==> src/inc/dks_map.svh <==
// Purpose: Constants for the decrement-and-skip execution block.
// Assumes: 16-bit instruction words, 8-bit data.
// Notes: Field positions refer to the instruction word.
`ifndef DKS_MAP_SVH
`define DKS_MAP_SVH
`define DKS_OP_MSB        15
`define DKS_OP_LSB        10
`define DKS_OP_DEC_SKZ    6'h0B
`define DKS_OP_DEC_SKNZ   6'h13
`define DKS_DEST_BIT      9
`define DKS_ACCESS_BIT    8
`define DKS_ADDR_MSB      7
`define DKS_INDEX_LIMIT   8'h5F
`define DKS_ACCESS_SPLIT  8'h80
`define DKS_SFR_BANK      4'hF
`define DKS_NOP_WORD      16'h0000
`define DKS_W_RESET       8'h00
`define DKS_ADDR_WIDTH    12
`endif

==> src/inc/dks_pkg.sv <==
// Purpose: Types for the decrement-and-skip execution block.
// Assumes: Constants come from dks_map.svh.
// Notes: None.
package dks_pkg;
   typedef enum logic [1:0] {
      DKS_EXEC  = 2'b00,
      DKS_FLUSH = 2'b01,
      DKS_FLUSH2 = 2'b10
   } dks_phase_t;

   typedef struct packed {
      logic        write_en;
      logic [11:0] addr;
      logic [7:0]  data;
   } dks_fwrite_t;

   typedef struct packed {
      dks_phase_t  phase;
      logic [7:0]  wreg;
      dks_fwrite_t fwr;
      logic        skip;
      logic        indexed;
      logic        busy;
   } dks_state_t;
endpackage

==> src/verilog/dks_exec.sv <==
// Purpose: Executes decrement-and-skip-if-zero and decrement-and-skip-if-nonzero.
// Assumes: One instruction word per i_clock cycle on i_instr with i_instr_valid.
// Notes: File read is combinational through i_file_rdata for o_file_raddr.
`timescale 1ns/10ps
`include "dks_map.svh"
module dks_exec
   import dks_pkg::*;
(
   input  wire logic        i_clock,
   input  wire logic        i_arst_n,
   input  wire logic        i_instr_valid,
   input  wire logic [15:0] i_instr,
   input  wire logic        i_next_two_word,
   input  wire logic        i_extended_en,
   input  wire logic [3:0]  i_bank_select_register,
   input  wire logic [11:0] i_index_base,
   input  wire logic [7:0]  i_file_rdata,
   output logic      [11:0] o_file_raddr,
   output logic             o_file_we,
   output logic      [11:0] o_file_waddr,
   output logic      [7:0]  o_file_wdata,
   output logic      [7:0]  o_wreg,
   output logic             o_skip,
   output logic             o_flush,
   output logic             o_indexed,
   output logic             o_status_we
);

   dks_state_t st;
   dks_state_t next_st;

   // Resolves the full file address from access bit, bank and index mode.
   function automatic logic [12:0] resolve(input logic [15:0] w, input logic ext,
                                           input logic [3:0] bank,
                                           input logic [11:0] base);
      logic [7:0]  f;
      logic [11:0] a;
      logic        idx;
      f   = w[`DKS_ADDR_MSB:0];
      idx = 1'b0;
      if (w[`DKS_ACCESS_BIT]) begin
         a = {bank, f};
      end else if (ext && (f <= `DKS_INDEX_LIMIT)) begin
         a   = 12'(base + {4'h0, f});
         idx = 1'b1;
      end else if (f < `DKS_ACCESS_SPLIT) begin
         a = {4'h0, f};
      end else begin
         a = {`DKS_SFR_BANK, f};
      end
      return {idx, a};
   endfunction

   logic [5:0]  opcode;
   logic        is_skz;
   logic        is_sknz;
   logic        is_ours;
   logic [12:0] res_addr;
   logic [7:0]  result;
   logic        take_skip;

   always_comb begin
      opcode    = i_instr[`DKS_OP_MSB:`DKS_OP_LSB];
      is_skz    = (opcode == `DKS_OP_DEC_SKZ);
      is_sknz   = (opcode == `DKS_OP_DEC_SKNZ);
      is_ours   = i_instr_valid && (st.phase == DKS_EXEC) && (is_skz || is_sknz);
      res_addr  = resolve(i_instr, i_extended_en, i_bank_select_register, i_index_base);
      result    = 8'(i_file_rdata - 8'h01);
      take_skip = (is_skz && (result == 8'h00)) || (is_sknz && (result != 8'h00));
   end

   always_comb begin
      next_st              = st;
      next_st.fwr.write_en = 1'b0;
      next_st.skip         = 1'b0;
      next_st.busy         = 1'b0;
      unique case (st.phase)
         DKS_EXEC: begin
            if (is_ours) begin
               next_st.indexed = res_addr[12];
               if (i_instr[`DKS_DEST_BIT]) begin
                  next_st.fwr.write_en = 1'b1;
                  next_st.fwr.addr     = res_addr[11:0];
                  next_st.fwr.data     = result;
               end else begin
                  next_st.wreg = result;
               end
               if (take_skip) begin
                  next_st.skip  = 1'b1;
                  next_st.busy  = 1'b1;
                  // A two-word follower costs one more flushed cycle.
                  next_st.phase = i_next_two_word ? DKS_FLUSH2 : DKS_FLUSH;
               end
            end
         end
         DKS_FLUSH2: begin
            next_st.busy  = 1'b1;
            next_st.phase = DKS_FLUSH;
         end
         DKS_FLUSH: begin
            next_st.phase = DKS_EXEC;
         end
         default: begin
            next_st.phase = DKS_EXEC;
         end
      endcase
   end

   always_ff @(posedge i_clock or negedge i_arst_n) begin
      if (!i_arst_n) begin
         st.phase        <= DKS_EXEC;
         st.wreg         <= `DKS_W_RESET;
         st.fwr.write_en <= 1'b0;
         st.fwr.addr     <= 12'h000;
         st.fwr.data     <= 8'h00;
         st.skip         <= 1'b0;
         st.indexed      <= 1'b0;
         st.busy         <= 1'b0;
      end else begin
         st <= next_st;
      end
   end

   assign o_file_raddr = res_addr[11:0];
   assign o_file_we    = st.fwr.write_en;
   assign o_file_waddr = st.fwr.addr;
   assign o_file_wdata = st.fwr.data;
   assign o_wreg       = st.wreg;
   assign o_skip       = st.skip;
   // Flush stays high while a no-operation occupies the execute slot.
   assign o_flush      = (st.phase != DKS_EXEC);
   assign o_indexed    = st.indexed;
   assign o_status_we  = 1'b0;

endmodule
==> config.mk <==
export PLATFORM = sky130hd
export DESIGN_NAME = dks_exec
export DESIGN_NICKNAME = d
export VERILOG_FILES = /design/src/inc/dks_pkg.sv /design/src/verilog/dks_exec.sv
export VERILOG_INCLUDE_DIRS = /design/src /design/src/inc
export SDC_FILE = /design/constraint.sdc
export NUM_CORES = 1
export LEC_CHECK = 0
export BUFFER_PORTS_ARGS = -buffer_cell sky130_fd_sc_hd__buf_2
export CAP_MARGIN = 20
export CORE_MARGIN = 3
export CORE_UTILIZATION = 46
export CTS_BUF_LIST = sky130_fd_sc_hd__clkbuf_8
export DETAILED_ROUTE_END_ITERATION = 6
export GPL_TIMING_DRIVEN = 0
export PLACE_DENSITY = 0.79
export SYNTH_ARGS = -nofsm -noshare
export SYNTH_HDL_FRONTEND = slang
export SYNTH_SLANG_ARGS = --single-unit
==> constraint.sdc <==
create_clock -name i_clock -period 2 [get_ports i_clock]
set_clock_uncertainty 0.1 [all_clocks]
set_input_delay 0.2 -clock i_clock [delete_from_list [all_inputs] [get_ports i_clock]]
set_output_delay 0.2 -clock i_clock [all_outputs]
set_load 0.01 [all_outputs]
==> results.toml <==
[run_status]
status = "finished with violations"
violations = "negative setup slack"

[logic_synthesis]
avgSynthCellArea_sq_um = 9.53
syn_inst = 249
synth_edf_count = 0
yosysUniqueCellTypes = 49
yosysWarnings = 0
synthTopCellsByArea = "dfrtp_1, buf_4, mux2_2, ha_1, o21ai_0"
synth_largest_area_cell = "dfrtp_1"
synthArstFlopShare = 1.00
syn_area_sq_mm = 0.00237
yosys.area.top_type_share = 0.348
synth_seq_area_share = 0.348
synthesis.nets = 305
synth_seq_cells = 33
synthFlopType = "dfrtp_1"

[drt]
dr_total_vias = 2219
routed_wl_um = 6480
postRouteAntennaNets = 0
route.met3.wl_um = 340
met2_length_um = 3380
first_pass_iters = 4
via_per_inst = 5.08
drc = 0
wl_met1_um = 2670
first_iter_violations = 72
maxUsedRoutingLayer = "met4"
wl_per_cell_um = 14.8

[floorplanning]
rows = 25
core-area_sq_mm = 0.00485
initial_core_util = 0.489
die_x_um = 77.8
die-area_sq_mm = 0.00606
ios = 90
die_y_um = 77.8

[final_layout]
antennaDiodeCount = 0
drive_above_1_share = 0.657
fin_nets = 425
layout_common_cells = "buf_2, buf_4, dfrtp_1, o21ai_2, buf_6"
layout_commonest_cell = "buf_2"
area_growth_pct = 53.6

[sta]
slew_headroom = 0.514
worst_slack_ns = -0.351
min_period_ns = 2.35
worst_pin_slew_ns = 0.728
finalHoldViolCount = 0
setup-tns-final_ns = -4.71
final-setup-viol-count = 35
period_share = 1.18
hold_ws_ns = 0.0432
fmax_mhz = 425
rsz0062_at_grt = "yes"
slew_viol_final = 0

[power_and_ir_drop]
power.leakage_nw = 1.86
powerDensity_mw_per_mm2 = 576
peakVddDrop_uv = 382

[hold_path]
hold_path_class = "in2reg"
worstHoldStart = "i_next_two_word"
min_to = "st[32]"
whs_path_depth = 2

[critical_path]
r2r_start = "st[33]"
crit_slowest_cell = "o31a_1"
end_kind = "output pin"
start_kind = "primary input"
cp_cell_sequence = "buf_8 > ha_4 > inv_2 > fa_2 > nor2b_2 > o31a_1 > o21a_1 > o21a_1 > o31ai_4 > buf_4 > buf_6"
path_max_fanout = 3
crit_family = "compound AO/OA/AOI/OAI gates"
cp_common_cell = "o21a_1"
rr_worst_depth = 7
cp_slowest_stage_delay_ns = 0.32
r2r_setup_slack_ns = -0.16
worst_ep_required_time_ns = 1.70
r2r-end = "o_file_waddr[2]"
critPathBufInv = 4
worstSetupPathType = "in2out"
cp.arrival_ns = 2.05

[cts]
clk_pin_slew_worst_paths_ns = 0.06
h-tree-depth = 2
clk_path_buf_depth = 2
clock_latency_ns = 0.28
tritoncts = "yes"
cts_root_buf = "clkbuf_8"
cts_buffers = 5
clock_sinks = 33

[global_routing]
grt_max_degree = 34
antenna_found_initial = 0
grt.total_usage = 0.197
grt_pass1_wl_um = 9590
grt_pass1_vias = 2067
overflow = 0

[place]
place.gp.congestion = 0.893
dp_hpwl_um = 4280
port_buffers = 87

[flow_run]
maxCapViolCount = 0
[cell usage after synthesis (2+ instances only)]
library cell	instances
o21a_1	4
and4b_1	2
a21o_1	2
o211ai_1	2
buf_4	41
nand2_1	22
xor2_1	5
o31ai_1	3
a21oi_1	5
inv_1	9
o21ai_2	7
a211oi_1	4
a311oi_1	3
buf_6	2
nor3_1	3
mux2_2	15
nand2b_1	3
nor2_1	8
dfrtp_1	33
nand3_1	5
nor3b_1	3
clkbuf_1	3
nand2_2	4
mux2i_1	4
and2b_2	2
ha_1	10
o21ai_0	19
xnor2_1	5
[power breakdown]
part	total [mW]	internal, mW	switching [mW]	leakage, nW
clock	0.464	0.236	0.228	0.0491
combinational	0.825	0.459	0.367	1.37
sequential	0.812	0.750	0.0617	0.442
total	2.10	1.44	0.657	1.86
[state kept, by name (all words and copies together) (netlist names)]
signal        count
o_file_wdata      8
o_file_we         1
o_indexed         1
st                2
o_file_waddr     12
o_skip            1
o_wreg            8
[what timing repair did]
action,in CTS,in global routing
hold endpoints to repair,33,0
pin swaps,29,31
resized for setup,59,50
hold buffers,1,0
cloned,3,0
setup buffers,14,10
endpoints found under the setup margin,36,39
[logic make-up after synthesis]
kind of cell,count (synthesis),synth area share
compound gates,57,0.160
simple gates,61,0.136
xor+xnor,10,0.0369
other cells,1,0.00158
buf+inv,57,0.168
fa+ha+maj,11,0.0612
flops,33,0.348
mux,19,0.0881
[metrics by stage]
stage           util  instances  total power, mW  area [sq um]  worst slack, ns
2_1_floorplan      -        249             1.22          2380          -0.0895
3_3_place_gp   0.599        403             1.43          2900           -0.437
3_5_place_dp   0.599        403             1.45          2900           -0.445
4_1_cts        0.701        429             2.02          3400           -0.291
5_1_grt        0.752        437             2.22          3640           -0.438
6_report       0.752        437             2.10          3640           -0.351
[area by class of cell]
type / count / area, sq um
fillers: 346 / 1200
flip-flops and latches: 33 / 826
multi-input cells: 159 / 1460
clock buffers: 5 / 68.8
clock inverters: 3 / 13.8
plain buffers: 45 / 360
inverters: 10 / 45.0
well taps: 67 / 83.8
repair buffers: 115 / 783
[worst max-delay path by stage]
stage / depth (start not counted) / end / start
final: 11 / o_file_raddr[8] / i_instr[0]
after global placement: 11 / o_file_raddr[8] / i_instr[0]
after global routing: 11 / o_file_raddr[8] / i_instr[0]
after detailed placement: 11 / o_file_raddr[8] / i_instr[0]
after CTS: 11 / o_file_raddr[10] / i_index_base[0]
after floorplan: 7 / o_wreg[5] / st[33]
[per-layer routing]
layer | GRT usage | vias to the layer above
met5 | 0 | -
met2 | 0.344 | 74
met1 | 0.247 | 1061
met4 | 0.0534 | 0
met3 | 0.0383 | 11
li1 | - | 1073
(Power assumes the default switching activity.)
